[src/rtl/bcsp_pkg.sv]
package bcsp_pkg;

	// --------------------------------------------------------------
	// Register map
	// --------------------------------------------------------------
	localparam logic [15:0] BCSP_CTRL1_ADDR = 16'h1F96;
	localparam logic [15:0] BCSP_CTRL2_ADDR = 16'h1F97;
	localparam logic [15:0] BCSP_STAT_ADDR = 16'h1F95;
	localparam logic [15:0] BCSP_BUF_BASE = 16'h1F98;

	// --------------------------------------------------------------
	// Field positions and reset values
	// --------------------------------------------------------------
	localparam int BCSP_START_BIT = 7;
	localparam int BCSP_ABORT_BIT = 6;
	localparam int BCSP_MODE_LSB = 3;
	localparam int BCSP_SCK_LSB = 0;
	localparam int BCSP_WAIT_LSB = 3;
	localparam int BCSP_COUNT_LSB = 0;
	localparam int BCSP_INPROC_BIT = 7;
	localparam int BCSP_SHACT_BIT = 6;
	localparam logic [7:0] BCSP_CTRL1_RST = 8'h00;
	localparam logic [7:0] BCSP_CTRL2_RST = 8'h00;
	localparam logic [7:0] BCSP_DUMMY = 8'hFF;

	// --------------------------------------------------------------
	// Mode and clock codes
	// --------------------------------------------------------------
	localparam logic [2:0] BCSP_MODE_TX8 = 3'h0;
	localparam logic [2:0] BCSP_MODE_TX4 = 3'h2;
	localparam logic [2:0] BCSP_MODE_TXRX8 = 3'h4;
	localparam logic [2:0] BCSP_MODE_RX8 = 3'h5;
	localparam logic [2:0] BCSP_MODE_RX4 = 3'h6;
	localparam logic [2:0] BCSP_SCK_EXT = 3'h7;

	// --------------------------------------------------------------
	// Cycle counts: half periods of the internal serial clock; gap unit in half periods
	// --------------------------------------------------------------
	localparam logic [12:0] BCSP_HALF_0 = 13'h1000;
	localparam logic [12:0] BCSP_HALF_1 = 13'h0080;
	localparam logic [12:0] BCSP_HALF_2 = 13'h0040;
	localparam logic [12:0] BCSP_HALF_3 = 13'h0020;
	localparam logic [12:0] BCSP_HALF_4 = 13'h0010;
	localparam logic [12:0] BCSP_HALF_5 = 13'h0008;
	localparam logic [6:0] BCSP_GAP_UNIT = 7'h10;

	typedef enum logic [3:0] {
		BCSP_IDLE = 4'b0001,
		BCSP_SHIFT = 4'b0010,
		BCSP_AWAIT = 4'b0100,
		BCSP_GAP = 4'b1000
	} bcsp_state_type;

endpackage

[src/rtl/bcsp_port.sv]
`timescale 1ns/1ps
module bcsp_port
	import bcsp_pkg::*;
(
	input wire logic SYS_CLK,
	input wire logic RST_N,
	input wire logic CLK_EN,
	input wire logic [15:0] ADDR,
	input wire logic [7:0] WDATA,
	input wire logic WR,
	input wire logic RD,
	output logic [7:0] RDATA,
	input wire logic SCK_I,
	output logic SCK_O,
	output logic SCK_OE,
	input wire logic SI,
	output logic SO,
	output logic IRQ
);

	// --------------------------------------------------------------
	// Declarations
	// --------------------------------------------------------------
	bcsp_state_type state_reg;
	logic start_reg;
	logic [2:0] mode_reg;
	logic [2:0] sck_sel_reg;
	logic [1:0] wait_reg;
	logic [2:0] count_reg;
	logic inproc_reg;
	logic serviced_reg;
	logic dummy_reg;
	logic irq_reg;
	logic [2:0] idx_reg;
	logic [2:0] bit_reg;
	logic [7:0] tx_sh_reg;
	logic [7:0] rx_sh_reg;
	logic [12:0] div_reg;
	logic [6:0] gap_reg;
	logic sck_o_reg;
	logic sck_oe_reg;
	logic so_reg;
	logic [7:0] rdata_reg;
	logic [7:0] word_buf_reg [0:7];
	logic sck_s1, sck_s2, sck_s3, sck_lvl_reg;
	logic si_s1, si_s2, si_s3, si_lvl_reg;
	logic four_bit, is_tx, is_rx, ext;
	logic buf_hit, buf_wr, buf_rd, buf_access;
	logic ctrl1_wr, ctrl2_wr, abort_req, start_wr, mode_chg;
	logic [12:0] half_cnt;
	logic tick_raw, tick, ext_fall, ext_rise, fall_ev, rise_ev;
	logic [2:0] last_bit;
	logic word_end, set_end, cancel, serv_now, rx_store;
	logic [7:0] rx_next, rx_val;
	logic [3:0] gap_mul;
	logic [6:0] gap_ld;

	// --------------------------------------------------------------
	// Decode
	// --------------------------------------------------------------
	// mode decode
	assign four_bit = (mode_reg == BCSP_MODE_TX4) || (mode_reg == BCSP_MODE_RX4);
	assign is_tx = (mode_reg == BCSP_MODE_TX8) || (mode_reg == BCSP_MODE_TX4)
		|| (mode_reg == BCSP_MODE_TXRX8);
	assign is_rx = (mode_reg == BCSP_MODE_RX8) || (mode_reg == BCSP_MODE_RX4)
		|| (mode_reg == BCSP_MODE_TXRX8);
	assign ext = (sck_sel_reg == BCSP_SCK_EXT);
	assign last_bit = four_bit ? 3'h3 : 3'h7;
	assign buf_hit = (ADDR[15:3] == BCSP_BUF_BASE[15:3]);
	assign buf_wr = WR && buf_hit;
	assign buf_rd = RD && buf_hit;
	assign buf_access = buf_wr || buf_rd;
	assign ctrl1_wr = WR && (ADDR == BCSP_CTRL1_ADDR);
	assign ctrl2_wr = WR && (ADDR == BCSP_CTRL2_ADDR);
	assign abort_req = ctrl1_wr && WDATA[BCSP_ABORT_BIT];
	assign start_wr = ctrl1_wr && WDATA[BCSP_START_BIT];
	assign mode_chg = ctrl1_wr && (WDATA[BCSP_MODE_LSB +: 3] != mode_reg);

	// --------------------------------------------------------------
	// Pin synchronisers
	// --------------------------------------------------------------
	// filter relies on wide external pulses
	always_ff @(posedge SYS_CLK or negedge RST_N) begin
		if (!RST_N) begin
			sck_s1 <= 1'b1;
			sck_s2 <= 1'b1;
			sck_s3 <= 1'b1;
			sck_lvl_reg <= 1'b1;
			si_s1 <= 1'b1;
			si_s2 <= 1'b1;
			si_s3 <= 1'b1;
			si_lvl_reg <= 1'b1;
		end else if (CLK_EN) begin
			sck_s1 <= SCK_I;
			sck_s2 <= sck_s1;
			sck_s3 <= sck_s2;
			if (sck_s2 == sck_s3)
				sck_lvl_reg <= sck_s3;
			si_s1 <= SI;
			si_s2 <= si_s1;
			si_s3 <= si_s2;
			if (si_s2 == si_s3)
				si_lvl_reg <= si_s3;
		end
	end

	assign ext_fall = CLK_EN && ext && (sck_s2 == sck_s3) && sck_lvl_reg
		&& !sck_s3;
	assign ext_rise = CLK_EN && ext && (sck_s2 == sck_s3) && !sck_lvl_reg
		&& sck_s3;

	// --------------------------------------------------------------
	// Internal serial clock
	// --------------------------------------------------------------
	// clock source select
	always_comb begin
		unique case (sck_sel_reg)
			3'h0: half_cnt = BCSP_HALF_0;
			3'h1: half_cnt = BCSP_HALF_1;
			3'h2: half_cnt = BCSP_HALF_2;
			3'h3: half_cnt = BCSP_HALF_3;
			3'h4: half_cnt = BCSP_HALF_4;
			default: half_cnt = BCSP_HALF_5;
		endcase
	end

	assign tick_raw = CLK_EN && !ext && (div_reg == half_cnt - 13'h0001);
	assign tick = tick_raw && (state_reg == BCSP_SHIFT);
	// leading edge is the pin fall
	assign fall_ev = (state_reg == BCSP_SHIFT)
		&& (ext ? ext_fall : (tick && sck_o_reg));
	// trailing edge is the pin rise
	assign rise_ev = (state_reg == BCSP_SHIFT)
		&& (ext ? ext_rise : (tick && !sck_o_reg));
	assign word_end = rise_ev && (bit_reg == last_bit);
	assign set_end = word_end && (idx_reg == count_reg);
	assign serv_now = serviced_reg || buf_access;
	// external receive overrun cancels
	// Only armed after a completed round, so the first word always lands
	assign cancel = ext && is_rx && dummy_reg && !serv_now;
	assign rx_store = word_end && is_rx && !cancel && !abort_req;
	assign rx_next = {si_lvl_reg, rx_sh_reg[7:1]};
	// nibble store with zero upper half
	assign rx_val = four_bit ? {4'h0, rx_next[7:4]} : rx_next;
	assign gap_mul = (4'h1 << wait_reg) - 4'h1;
	assign gap_ld = (!ext && ((mode_reg == BCSP_MODE_RX8)
		|| (mode_reg == BCSP_MODE_TXRX8)))
		? 7'({4'h0, gap_mul[2:0]} * BCSP_GAP_UNIT) : 7'h00;

	// Divider only runs while a frame is live, so idle costs no toggling
	always_ff @(posedge SYS_CLK or negedge RST_N) begin
		if (!RST_N) begin
			div_reg <= 13'h0000;
		end else if (CLK_EN) begin
			if (!ext && ((state_reg == BCSP_SHIFT) || (state_reg == BCSP_GAP)))
				div_reg <= tick_raw ? 13'h0000 : div_reg + 13'h0001;
			else
				div_reg <= 13'h0000;
		end
	end

	// drive clock pin, high at start
	always_ff @(posedge SYS_CLK or negedge RST_N) begin
		if (!RST_N) begin
			sck_o_reg <= 1'b1;
			sck_oe_reg <= 1'b0;
		end else if (CLK_EN) begin
			sck_oe_reg <= !ext;
			if (tick)
				sck_o_reg <= !sck_o_reg;
			else if (state_reg == BCSP_IDLE)
				sck_o_reg <= 1'b1;
		end
	end

	// --------------------------------------------------------------
	// Shift data path
	// --------------------------------------------------------------
	always_ff @(posedge SYS_CLK or negedge RST_N) begin
		if (!RST_N) begin
			so_reg <= 1'b1;
			rx_sh_reg <= 8'h00;
		end else if (CLK_EN) begin
			if (fall_ev && is_tx)
				so_reg <= tx_sh_reg[bit_reg];
			else if (state_reg == BCSP_IDLE)
				so_reg <= 1'b1;
			// sample on rise, LSB first in
			if (rise_ev && is_rx)
				rx_sh_reg <= rx_next;
		end
	end

	// --------------------------------------------------------------
	// Control registers
	// --------------------------------------------------------------
	always_ff @(posedge SYS_CLK or negedge RST_N) begin
		if (!RST_N) begin
			start_reg <= BCSP_CTRL1_RST[BCSP_START_BIT];
			mode_reg <= BCSP_CTRL1_RST[BCSP_MODE_LSB +: 3];
			sck_sel_reg <= BCSP_CTRL1_RST[BCSP_SCK_LSB +: 3];
			wait_reg <= BCSP_CTRL2_RST[BCSP_WAIT_LSB +: 2];
			count_reg <= BCSP_CTRL2_RST[BCSP_COUNT_LSB +: 3];
		end else if (CLK_EN) begin
			if (ctrl1_wr) begin
				// Abort bit is never stored: it self-clears
				start_reg <= WDATA[BCSP_START_BIT] && !WDATA[BCSP_ABORT_BIT];
				mode_reg <= WDATA[BCSP_MODE_LSB +: 3];
				sck_sel_reg <= WDATA[BCSP_SCK_LSB +: 3];
			end
			if (ctrl2_wr) begin
				wait_reg <= WDATA[BCSP_WAIT_LSB +: 2];
				count_reg <= WDATA[BCSP_COUNT_LSB +: 3];
			end
		end
	end

	// --------------------------------------------------------------
	// Word buffer
	// --------------------------------------------------------------
	genvar g;
	generate
		for (g = 0; g < 8; g++) begin : g_entry
			always_ff @(posedge SYS_CLK or negedge RST_N) begin
				if (!RST_N) begin
					word_buf_reg[g] <= 8'h00;
				end else if (CLK_EN) begin
					if (mode_chg)
						word_buf_reg[g] <= 8'h00;
					else if (rx_store && (idx_reg == 3'(g)))
						word_buf_reg[g] <= rx_val;
					else if (buf_wr && (ADDR[2:0] == 3'(g)))
						word_buf_reg[g] <= WDATA;
				end
			end
		end
	endgenerate

	// --------------------------------------------------------------
	// Service tracking
	// --------------------------------------------------------------
	// any entry counts, set wins over clear
	always_ff @(posedge SYS_CLK or negedge RST_N) begin
		if (!RST_N)
			serviced_reg <= 1'b0;
		else if (CLK_EN) begin
			// Start clears it: the initial fill belongs to the first round
			if (buf_access)
				serviced_reg <= 1'b1;
			else if (set_end || ((state_reg == BCSP_IDLE) && start_wr))
				serviced_reg <= 1'b0;
		end
	end

	// --------------------------------------------------------------
	// Transfer sequencer
	// --------------------------------------------------------------
	always_ff @(posedge SYS_CLK or negedge RST_N) begin
		if (!RST_N) begin
			state_reg <= BCSP_IDLE;
			inproc_reg <= 1'b0;
			idx_reg <= 3'h0;
			bit_reg <= 3'h0;
			dummy_reg <= 1'b0;
			irq_reg <= 1'b0;
			gap_reg <= 7'h00;
			tx_sh_reg <= 8'h00;
		end else if (CLK_EN) begin
			irq_reg <= set_end && !abort_req && !cancel;
			if (abort_req) begin
				state_reg <= BCSP_IDLE;
				inproc_reg <= 1'b0;
			end else begin
				unique case (state_reg)
					BCSP_IDLE: begin
						if (start_wr) begin
							state_reg <= BCSP_SHIFT;
							inproc_reg <= 1'b1;
							idx_reg <= 3'h0;
							bit_reg <= 3'h0;
							dummy_reg <= 1'b0;
							tx_sh_reg <= word_buf_reg[0];
						end
					end
					BCSP_SHIFT: begin
						if (word_end) begin
							bit_reg <= 3'h0;
							if (cancel || (dummy_reg && !is_rx) || !start_reg) begin
								state_reg <= BCSP_IDLE;
								inproc_reg <= 1'b0;
							end else begin
								idx_reg <= set_end ? 3'h0 : idx_reg + 3'h1;
								gap_reg <= gap_ld;
								if (set_end && !ext && !serv_now)
									state_reg <= BCSP_AWAIT;
								else
									state_reg <= BCSP_GAP;
								dummy_reg <= set_end && ext && !serv_now;
							end
						end else if (rise_ev) begin
							bit_reg <= bit_reg + 3'h1;
						end
					end
					BCSP_AWAIT: begin
						if (!start_reg) begin
							state_reg <= BCSP_IDLE;
							inproc_reg <= 1'b0;
						end else if (buf_access) begin
							state_reg <= BCSP_GAP;
						end
					end
					BCSP_GAP: begin
						tx_sh_reg <= dummy_reg ? BCSP_DUMMY : word_buf_reg[idx_reg];
						if (!start_reg) begin
							state_reg <= BCSP_IDLE;
							inproc_reg <= 1'b0;
						end else if (gap_reg == 7'h00) begin
							state_reg <= BCSP_SHIFT;
						end else if (tick_raw) begin
							gap_reg <= gap_reg - 7'h01;
						end
					end
				endcase
			end
		end
	end

	// --------------------------------------------------------------
	// Read port
	// --------------------------------------------------------------
	always_ff @(posedge SYS_CLK or negedge RST_N) begin
		if (!RST_N) begin
			rdata_reg <= 8'h00;
		end else if (CLK_EN) begin
			rdata_reg <= 8'h00;
			if (buf_rd)
				rdata_reg <= word_buf_reg[ADDR[2:0]];
			else if (RD && (ADDR == BCSP_STAT_ADDR)) begin
				rdata_reg[BCSP_INPROC_BIT] <= inproc_reg;
				rdata_reg[BCSP_SHACT_BIT] <= (state_reg == BCSP_SHIFT);
			end
		end
	end

	// --------------------------------------------------------------
	// Outputs
	// --------------------------------------------------------------
	assign RDATA = rdata_reg;
	assign SCK_O = sck_o_reg;
	assign SCK_OE = sck_oe_reg;
	assign SO = so_reg;
	assign IRQ = irq_reg;
endmodule

[config.mk]
export PLATFORM = sky130hd
export DESIGN_NAME = bcsp_port
export DESIGN_NICKNAME = d
export VERILOG_FILES = /design/src/rtl/bcsp_pkg.sv /design/src/rtl/bcsp_port.sv
export SDC_FILE = /design/constraint.sdc
export NUM_CORES = 1
export LEC_CHECK = 0
export BUFFER_PORTS_ARGS = -buffer_cell sky130_fd_sc_hd__buf_2
export CORE_MARGIN = 3
export CORE_UTILIZATION = 45
export CTS_CLUSTER_DIAMETER = 150
export DETAILED_ROUTE_END_ITERATION = 16
export GPL_ROUTABILITY_DRIVEN = 0
export PLACE_DENSITY_LB_ADDON = 0.1
export SYNTH_ARGS = -nofsm -noshare
export SYNTH_HDL_FRONTEND = slang
export SYNTH_SLANG_ARGS = --single-unit
[constraint.sdc]
create_clock -name SYS_CLK -period 8.3 [get_ports SYS_CLK]
set_input_delay 1.245 -clock SYS_CLK [delete_from_list [all_inputs] [get_ports SYS_CLK]]
set_output_delay 1.245 -clock SYS_CLK [all_outputs]
set_load 0.01 [all_outputs]
==> results of run 1 <==
## critical path, stage by stage
cell and delay, ns:
sky130_fd_sc_hd__buf_2 0.10, sky130_fd_sc_hd__or4b_4 0.57, sky130_fd_sc_hd__nor4_4 0.47, sky130_fd_sc_hd__nor4b_2 0.14
sky130_fd_sc_hd__nor3b_4 0.80, sky130_fd_sc_hd__and3_1 0.61, sky130_fd_sc_hd__o21ai_1 0.25, sky130_fd_sc_hd__a211o_1 0.35
## per-layer routing
metal | vias to the layer above | wire length [um] | GRT usage
met4 | 0 | 814 | 0.0961
li1 | 3324 | - | -
met1 | 3723 | 11800 | 0.350
met5 | - | 0 | 0
met3 | 61 | 1740 | 0.0398
met2 | 316 | 13100 | 0.405
## power by group
group	internal, mW	total, mW	switching (mW)
sequential	0.732	0.806	0.0744
combinational	0.0999	0.263	0.163
clock	0.436	0.755	0.318
## worst max path at each step
| stage | start | to | slack [ns] |
|---|---|---|---|
| after floorplan | ADDR[13] | word_buf_reg[40] | 4.63 |
| after global placement | ADDR[13] | word_buf_reg[3] | 3.76 |
| after detailed placement | ADDR[13] | word_buf_reg[3] | 3.67 |
| after CTS | ADDR[13] | word_buf_reg[3] | 4.09 |
| after global routing | ADDR[1] | word_buf_reg[3] | 3.90 |
| final | ADDR[13] | word_buf_reg[3] | 4.05 |
## through the flow
stage                      util  instances
final                     0.514       1188
after global routing      0.514       1188
after CTS                 0.514       1188
after detailed placement  0.485       1156
after global placement    0.485       1156
after floorplan               -        890
## layout by cell type, fill, tap and decap left out, types with 6 or more instances in the layout
master	instances
sky130_fd_sc_hd__a21o_1	52
sky130_fd_sc_hd__a21oi_1	21
sky130_fd_sc_hd__a31oi_1	6
sky130_fd_sc_hd__and2_1	6
sky130_fd_sc_hd__and3_1	16
sky130_fd_sc_hd__buf_2	41
sky130_fd_sc_hd__buf_4	8
sky130_fd_sc_hd__clkbuf_16	17
sky130_fd_sc_hd__clkinvlp_4	6
sky130_fd_sc_hd__dfrtp_1	132
sky130_fd_sc_hd__dfstp_2	11
sky130_fd_sc_hd__ha_1	11
sky130_fd_sc_hd__inv_1	23
sky130_fd_sc_hd__mux2_2	67
sky130_fd_sc_hd__mux2i_1	49
sky130_fd_sc_hd__mux4_2	34
sky130_fd_sc_hd__nand2_1	73
sky130_fd_sc_hd__nand2b_1	12
sky130_fd_sc_hd__nand3_1	38
sky130_fd_sc_hd__nand4_1	18
sky130_fd_sc_hd__nand4_4	6
sky130_fd_sc_hd__nor2_1	81
sky130_fd_sc_hd__nor2b_1	10
sky130_fd_sc_hd__nor3_1	21
sky130_fd_sc_hd__nor4_1	6
sky130_fd_sc_hd__o21ai_0	49
sky130_fd_sc_hd__o31ai_1	7
sky130_fd_sc_hd__or3_1	6
sky130_fd_sc_hd__xnor2_1	9
sky130_fd_sc_hd__xor2_1	11
## final cells by class
cell class / instances / area (um^2) / share of cell area
timing repair buffer: 50 / 277 / 0.0273
multi-input combinational: 674 / 5260 / 0.518
clock inverter: 12 / 108 / 0.0106
inverter: 23 / 86.3 / 0.00851
clock buffer: 20 / 467 / 0.0460
tap: 265 / 332 / 0.0327
sequential: 144 / 3620 / 0.357
## kinds of logic after synthesis
group	count (synthesis)	synth area share
xor+xnor	20	0.0191
mux	150	0.219
flops	144	0.395
fa+ha+maj	11	0.0150
compound gates	169	0.127
simple gates	324	0.193
buf+inv	72	0.0322
==> results.yml, run 1 <==
power_and_ir_drop:
  total_power_mw: 1.82
  irDropWorstVdd_mv: 0.130
  power_per_cell_area_mw_per_mm2: 180
  leakage_nw: 5.03
routing:
  post-route-drc-count: 0
  aggregate_routed_wire_length_um: 27500
  detail_route.wl_per_cell_um: 23.1
  ant_nets: 0
  route.detailed.vias_per_inst: 6.25
  detailedRoute.firstPassIterationCount: 5
  route.vias.total: 7424
  drt_iter0_markers: 600
global_routing:
  gr-usage-all-layers: 0.253
  grt_pass1_vias: 7345
  antenna_found_initial: 0
  grt_max_degree: 80
  grt_pass1_wl_um: 43100
  grt_overflow_total: 0
clock_tree:
  cts_htree_levels: 4
  cts.sink_count: 144
  cts_tree: "done"
  clockRootBuffer: "sky130_fd_sc_hd__clkbuf_16"
  cts_hold_repair.buffers: 0
  cts.repair_timing.setup_buffer_count: 0
  cts_made_buffers: 17
  clockBufferDepth: 2
  clkLatencyLatePin_ns: 0.43
  clk_slew_on_worst_s_h_paths_ns: 0.06
  post_cts.resized_instances: 0
cells_and_area:
  num-fill-cells: 1748
  final_nets: 952
  fin_area_mm2: 0.0101
  final_layout_size_suffix_gt1_frac: 0.237
  synthToLayoutAreaGrowth_pct: 10.6
  largest_reg_flops: 64
  antenna_fix_cells: 0
placed_design:
  dpl_worst_slack_ns: 3.67
  detailed_place_hpwl_um: 19400
  placed_area_mm2: 0.00957
  portBuffers: 42
floorplanning:
  die_height_um: 149
  floorplan.core_area_mm2: 0.0197
  std_cell_rows: 51
  io_pins: 43
  die_x_um: 149
  start_util: 0.465
  fp.dieArea_mm2: 0.0221
min_path:
  min_delay_worst_endpoint: "IRQ"
  holdCritStartpoint: "IRQ"
  number_of_cells_traversed_by_the_worst_hold_path: 1
  holdCritPathClass: "reg -> reg"
timing:
  fin_skew_ns: 0.00865
  slew-limit-headroom: 0.124
  final_hold_viol_count: 0
  setup_repair_after_global_routing_missed_its_margin: "no"
  tightestPinTransition_ns: 1.31
  whs_ns: 0.492
  min_period_over_period: 0.511
  slew_limit_fails: 0
  finalSetupTns_ns: 0
  fin_ws_ns: 4.05
  max_clock_freq_ghz: 0.236
  finalSetupViolations: 0
  layout_min_cycle_time_ns: 4.25
logic_synthesis:
  postSynth.topFlopCell: "sky130_fd_sc_hd__dfrtp_1"
  asyncSetResetFlopFracSynth: 1.00
  syn_nets: 932
  synth.largest_area_cell: "sky130_fd_sc_hd__dfrtp_1"
  post_synth_main_area_contributors: "sky130_fd_sc_hd__dfrtp_1 36%, sky130_fd_sc_hd__mux4_2 8.4%, sky130_fd_sc_hd__mux2_2 8.2%, sky130_fd_sc_hd__mux2i_1 5.3%, sky130_fd_sc_hd__a21o_1 4.3%"
  number_of_synthesized_register_bits: 144
  post_synth_inst_count: 890
  post-synth-top-count-cell: "sky130_fd_sc_hd__dfrtp_1"
  synth-edff-count: 0
  synthesis.area_mm2: 0.00917
  synth.lib_cells_used.distinct: 65
  yosysWarnings: 0
  synth-seq-area-share: 0.395
  synth.top_cell.area_share: 0.363
  post_synthesis_mean_instance_area_um2: 10.3
  ys_top_cells_by_count: "133 x sky130_fd_sc_hd__dfrtp_1, 81 x sky130_fd_sc_hd__nor2_1, 73 x sky130_fd_sc_hd__nand2_1"
setup_path:
  worst-r2r-cell-count: 10
  r2r_setup_slack_ns: 4.74
  cp_data_arrival_time_ns: 4.56
  required_ns: 8.61
  cp_capture_type: "flop"
  maximum_fanout_encountered_on_the_critical_timing_path: 13
  setup.worst_path.class: "in -> reg"
  timing.rr.start: "sck_sel_reg[1]"
  worst_setup_path_start_kind: "input pin"
  r2r-end: "gap_reg[3]"
flow_run:
  timing.max_cap.violations: 0
run_status:
  status: "finished, final reports clean"
(Power assumes the default switching activity.)
==> run 2: changes to the inputs <==
==> constraint.sdc (replaced) <==
create_clock -name SYS_CLK -period 4.06 [get_ports SYS_CLK]
set_input_delay 0.609 -clock SYS_CLK [delete_from_list [all_inputs] [get_ports SYS_CLK]]
set_output_delay 0.609 -clock SYS_CLK [all_outputs]
set_load 0.01 [all_outputs]
==> results.yml, run 2 (synthesis gave the netlist of run 1 again) <==
placed_design:
  portBuffers: 42
  dp_cells: 1175
  detailed_place_hpwl_um: 20000
  placed_area_mm2: 0.00971
floorplanning:
  die_height_um: 149
  std_cell_rows: 51
  io_pins: 43
  die_x_um: 149
  floorplan.core_area_mm2: 0.0197
  fp.dieArea_mm2: 0.0221
  start_util: 0.465
power_and_ir_drop:
  leakage_nw: 5.14
  pwr-share-clk: 0.412
  irDropWorstVdd_mv: 0.255
  power_per_cell_area_mw_per_mm2: 365
  p_seq_frac: 0.418
  combPwrFrac: 0.170
  swShare: 0.312
  power.switching_mw: 1.17
  internal_power_mw: 2.58
setup_path:
  timing.rr.start: "sck_sel_reg[1]"
  maximum_fanout_encountered_on_the_critical_timing_path: 10
  worst-r2r-cell-count: 10
  cp_capture_type: "flop"
  worstPathCellList: "nor2_1 > nand2_1 > ha_1 > xnor2_1 > nor3_1 > nand3_1 > o32ai_1 > nor2_1 > or2_2 > a211o_1"
  cp_slowest_stage_delay_ns: 0.63
  required_ns: 4.37
  cp_data_arrival_time_ns: 3.87
  r2r-end: "gap_reg[3]"
  cpMaxStageDelayCell: "sky130_fd_sc_hd__o32ai_1"
  r2r_setup_slack_ns: 0.50
  worst_setup_path_start_kind: "flop"
  setup.worst_path.class: "reg -> reg"
  critical-path-top-cell-by-count: "sky130_fd_sc_hd__nor2_1"
clock_tree:
  clk_slew_on_worst_s_h_paths_ns: 0.07
  cts.sink_count: 144
  cts.repair_timing.setup_buffer_count: 0
  post_cts.resized_instances: 0
  cts_tree: "done"
  cts_made_buffers: 17
  cts_htree_levels: 4
  clkLatencyLatePin_ns: 0.43
  clockBufferDepth: 2
  clockRootBuffer: "sky130_fd_sc_hd__clkbuf_16"
  cts_hold_repair.buffers: 0
cells_and_area:
  synthToLayoutAreaGrowth_pct: 12.2
  finish.cell_count_without_fillers: 1207
  num-fill-cells: 1741
  fin_area_mm2: 0.0103
  mostFrequentLayoutCell: "sky130_fd_sc_hd__dfrtp_1"
  final_layout_size_suffix_gt1_frac: 0.252
  antenna_fix_cells: 0
  final_nets: 971
  largest_reg_flops: 64
  most-common-layout-cells: "133 x sky130_fd_sc_hd__dfrtp_1, 81 x sky130_fd_sc_hd__nor2_1, 73 x sky130_fd_sc_hd__nand2_1"
global_routing:
  grt_max_degree: 97
  grt_pass1_wl_um: 43300
  grt_overflow_total: 0
  antenna_found_initial: 1
  grt_pass1_vias: 7518
  gr-usage-all-layers: 0.254
timing:
  slew_limit_fails: 0
  min_period_over_period: 0.877
  finalSetupTns_ns: 0
  finalSetupViolations: 0
  final_hold_viol_count: 0
  layout_min_cycle_time_ns: 3.56
  slew-limit-headroom: 0.416
  whs_ns: 0.278
  max_clock_freq_ghz: 0.281
  fin_skew_ns: 0.0113
  setup_repair_after_global_routing_missed_its_margin: "no"
  tightestPinTransition_ns: 0.876
routing:
  detailedRoute.firstPassIterationCount: 5
  drt_iter0_markers: 611
  detail_route.wl_per_cell_um: 22.7
  ant_nets: 0
  route.detailed.vias_per_inst: 6.22
  aggregate_routed_wire_length_um: 27400
  route.vias.total: 7511
  post-route-drc-count: 0
min_path:
  holdCritPathClass: "in -> async"
run_status:
  status: "finished, final reports clean"
flow_run:
  timing.max_cap.violations: 0
==> run 2: layer usage <==
metal / GRT usage / share of wire / vias up
li1: - / - / 3363
met1: 0.333 / 0.41 / 3738
met2: 0.406 / 0.47 / 341
met3: 0.0678 / 0.078 / 67
met4: 0.0966 / 0.035 / 2
met5: 0 / 0.00073 / -
==> run 2: final cells by class <==
class	count	area (um^2)	area share
sequential	144	3620	0.352
inverter	23	86.3	0.00839
clock inverter	15	150	0.0146
clock buffer	17	425	0.0414
multi-input combinational	674	5260	0.511
tap	265	332	0.0322
timing repair buffer	69	419	0.0407
==> run 2: how the worst max path moves through the flow <==
stage	end	slack, ns	startpoint
floorplan	word_buf_reg[40]	1.03	ADDR[13]
global placement	gap_reg[3]	0.62	sck_sel_reg[1]
detailed placement	word_buf_reg[3]	0.52	ADDR[13]
CTS	gap_reg[3]	0.48	sck_sel_reg[1]
global route	gap_reg[3]	0.34	sck_sel_reg[1]
finish	gap_reg[3]	0.50	sck_sel_reg[1]
==> run 2: per-stage QoR <==
step                      setup WS (ns)  power [mW]   util
final                             0.499        3.75  0.522
after global routing              0.339        3.92  0.522
after CTS                         0.481        3.78  0.522
after detailed placement          0.522        2.22  0.492
after global placement            0.620        2.21  0.492
after floorplan                    1.03        1.99      -
==> run 2: critical path: cells and delay by family, from the launching register on <==
family / cells / cell delay [ns]
compound gates: 2 / 0.93
xor+xnor: 1 / 0.13
fa+ha+maj: 1 / 0.31
flops: 1 / 0.46
simple gates: 6 / 1.62
==> run 2: power groups by stage <==
stage | combinational, mW | clock, mW | sequential, mW
3_5_place_dp | 0.629 | 0 | 1.59
6_report | 0.640 | 1.55 | 1.57
2_1_floorplan | 0.426 | 0 | 1.56
3_3_place_gp | 0.615 | 0 | 1.59
4_1_cts | 0.635 | 1.58 | 1.57
5_1_grt | 0.705 | 1.64 | 1.58
==> run 3: changes to the inputs <==
--- a/config.mk
+++ b/config.mk
@@ -5,11 +5,11 @@
 export SDC_FILE = /design/constraint.sdc
 export NUM_CORES = 1
 export LEC_CHECK = 0
-export BUFFER_PORTS_ARGS = -buffer_cell sky130_fd_sc_hd__buf_2
 export CORE_MARGIN = 3
 export CORE_UTILIZATION = 45
 export CTS_CLUSTER_DIAMETER = 150
 export DETAILED_ROUTE_END_ITERATION = 16
+export DONT_BUFFER_PORTS = 1
 export GPL_ROUTABILITY_DRIVEN = 0
 export PLACE_DENSITY_LB_ADDON = 0.1
 export SYNTH_ARGS = -nofsm -noshare
==> results.yml, run 3 (synthesis gave the netlist of run 1 again) <==
floorplanning:
  io_pins: 43
  fp.dieArea_mm2: 0.0221
  floorplan.core_area_mm2: 0.0197
  std_cell_rows: 51
  die_x_um: 149
  start_util: 0.465
  die_height_um: 149
power_and_ir_drop:
  combPwrFrac: 0.148
  pwr-share-clk: 0.440
  p_seq_frac: 0.412
  power_per_cell_area_mw_per_mm2: 383
  irDropWorstVdd_mv: 0.252
  total_power_mw: 3.87
  power.switching_mw: 1.08
  leakage_nw: 4.96
  swShare: 0.278
  internal_power_mw: 2.79
global_routing:
  grt_pass1_wl_um: 43000
  grt_pass1_vias: 7465
  antenna_found_initial: 1
  gr-usage-all-layers: 0.253
  grt_overflow_total: 0
  grt_max_degree: 134
cells_and_area:
  most-common-layout-cells: "133 x sky130_fd_sc_hd__dfrtp_1, 81 x sky130_fd_sc_hd__nor2_1, 73 x sky130_fd_sc_hd__nand2_1"
  mostFrequentLayoutCell: "sky130_fd_sc_hd__dfrtp_1"
  synthToLayoutAreaGrowth_pct: 10.2
  sequential_cell_area_mm2: 0.00362
  final_nets: 922
  final_layout_size_suffix_gt1_frac: 0.205
  final_core_utilization: 0.512
  antenna_fix_cells: 0
  num-fill-cells: 1703
  largest_reg_flops: 64
  multiInputGateArea_mm2: 0.00526
timing:
  tightestPinTransition_ns: 0.845
  finalSetupTns_ns: 0
  fin_skew_ns: 0.0121
  finalSetupViolations: 0
  slew-limit-headroom: 0.434
  final_hold_viol_count: 0
  max_clock_freq_ghz: 0.273
  layout_min_cycle_time_ns: 3.66
  setup_repair_after_global_routing_missed_its_margin: "no"
  slew_limit_fails: 0
  min_period_over_period: 0.902
placed_design:
  portBuffers: 0
  detailed_place_hpwl_um: 19300
clock_tree:
  clockRootBuffer: "sky130_fd_sc_hd__clkbuf_16"
  cts_made_buffers: 17
  clockBufferDepth: 2
  cts_tree: "done"
  clkLatencyLatePin_ns: 0.44
  post_cts.resized_instances: 0
  clk_slew_on_worst_s_h_paths_ns: 0.06
  cts.sink_count: 144
  cts_htree_levels: 4
setup_path:
  maximum_fanout_encountered_on_the_critical_timing_path: 14
  setup.worst_path.class: "reg -> reg"
  worst_setup_path_start_kind: "flop"
  cp_data_arrival_time_ns: 3.97
  cp_capture_type: "flop"
  crit_family: "simple AND/OR/NAND/NOR gates"
  worstPathBufferInverterCount: 0
  cp_slowest_stage_delay_ns: 0.77
  worstPathCellList: "nor2_1 > nand2_1 > ha_1 > xnor2_1 > nor3_1 > nand3_1 > o32ai_1 > nand4_1 > nand4_1 > nand3_1"
  required_ns: 4.37
  cpMaxStageDelayCell: "sky130_fd_sc_hd__o32ai_1"
routing:
  aggregate_routed_wire_length_um: 27100
  route.vias.total: 7295
  post-route-drc-count: 0
  drt_iter0_markers: 697
  detailedRoute.firstPassIterationCount: 6
  detail_route.wl_per_cell_um: 23.4
  ant_nets: 0
  route.detailed.vias_per_inst: 6.30
flow_run:
  timing.max_cap.violations: 0
run_status:
  status: "finished, final reports clean"
min_path:
  holdCritPathClass: "in -> async"
-- run 3: changes by cell type in the layout (fill, tap and decap cells not counted), sizes merged, moves of 2 or more --
| cell | delta |
|---|---|
| clkbuf | +6 |
| dlygate4sd3 | +2 |
| bufinv | +3 |
| buf | -51 |
| inv | -7 |
| clkinv | -3 |
-- run 3: worst paths after layout --
path | start | end | slack [ns] | cells past startpoint
max in group asynchronous | RST_N | SO | 3.29 | 1
worst max-delay path | sck_sel_reg[1] | word_buf_reg[32] | 0.40 | 10
min in group SYS_CLK | CLK_EN | sck_s3 | 0.24 | 1
worst max register to register | sck_sel_reg[1] | word_buf_reg[32] | 0.40 | 10
worst min register to register | word_buf_reg[15] | word_buf_reg[15] | 0.50 | 1
worst min-delay path | RST_N | si_s3 | 0.02 | 0
-- run 3: what timing repair did --
action / 4_1_cts / 5_1_grt
setup buffers: 0 / 0
hold buffers: 2 / 1
endpoints found under the hold margin: 133 / 6
-- run 3: final cells by class --
class / instances / area share
Multi-Input combinational cell: 674 / 0.520
Sequential cell: 144 / 0.358
Clock buffer: 23 / 0.0473
Tap cell: 265 / 0.0328
Timing Repair Buffer: 20 / 0.0173
Clock inverter: 9 / 0.0155
Inverter: 23 / 0.00855
-- run 3: power by group through the flow --
stage / Clock, mW / Combinational, mW / Sequential, mW
4_1_cts: 1.73 / 0.567 / 1.59
2_1_floorplan: 0 / 0.426 / 1.56
6_report: 1.70 / 0.574 / 1.59
3_5_place_dp: 0 / 0.531 / 1.62
5_1_grt: 1.80 / 0.620 / 1.60
3_3_place_gp: 0 / 0.519 / 1.61
-- run 3: routing by layer --
metal	vias up	GRT usage	routed length [um]
met5	-	0	13
met4	2	0.0883	710
met3	45	0.0514	1820
met2	298	0.411	13000
met1	3683	0.341	11600
li1	3267	-	-
-- run 3: per-stage QoR --
stage | instances | hold WS (ns) | setup WS [ns] | cell area (um^2)
6_report | 1158 | 0.0178 | 0.398 | 10100
5_1_grt | 1158 | 0.00198 | 0.0558 | 10100
4_1_cts | 1157 | 0.000732 | 0.503 | 10100
3_5_place_dp | 1123 | 0.318 | 0.552 | 9420
3_3_place_gp | 1123 | 0.318 | 0.712 | 9420
2_1_floorplan | 890 | 0.313 | 1.03 | 9170
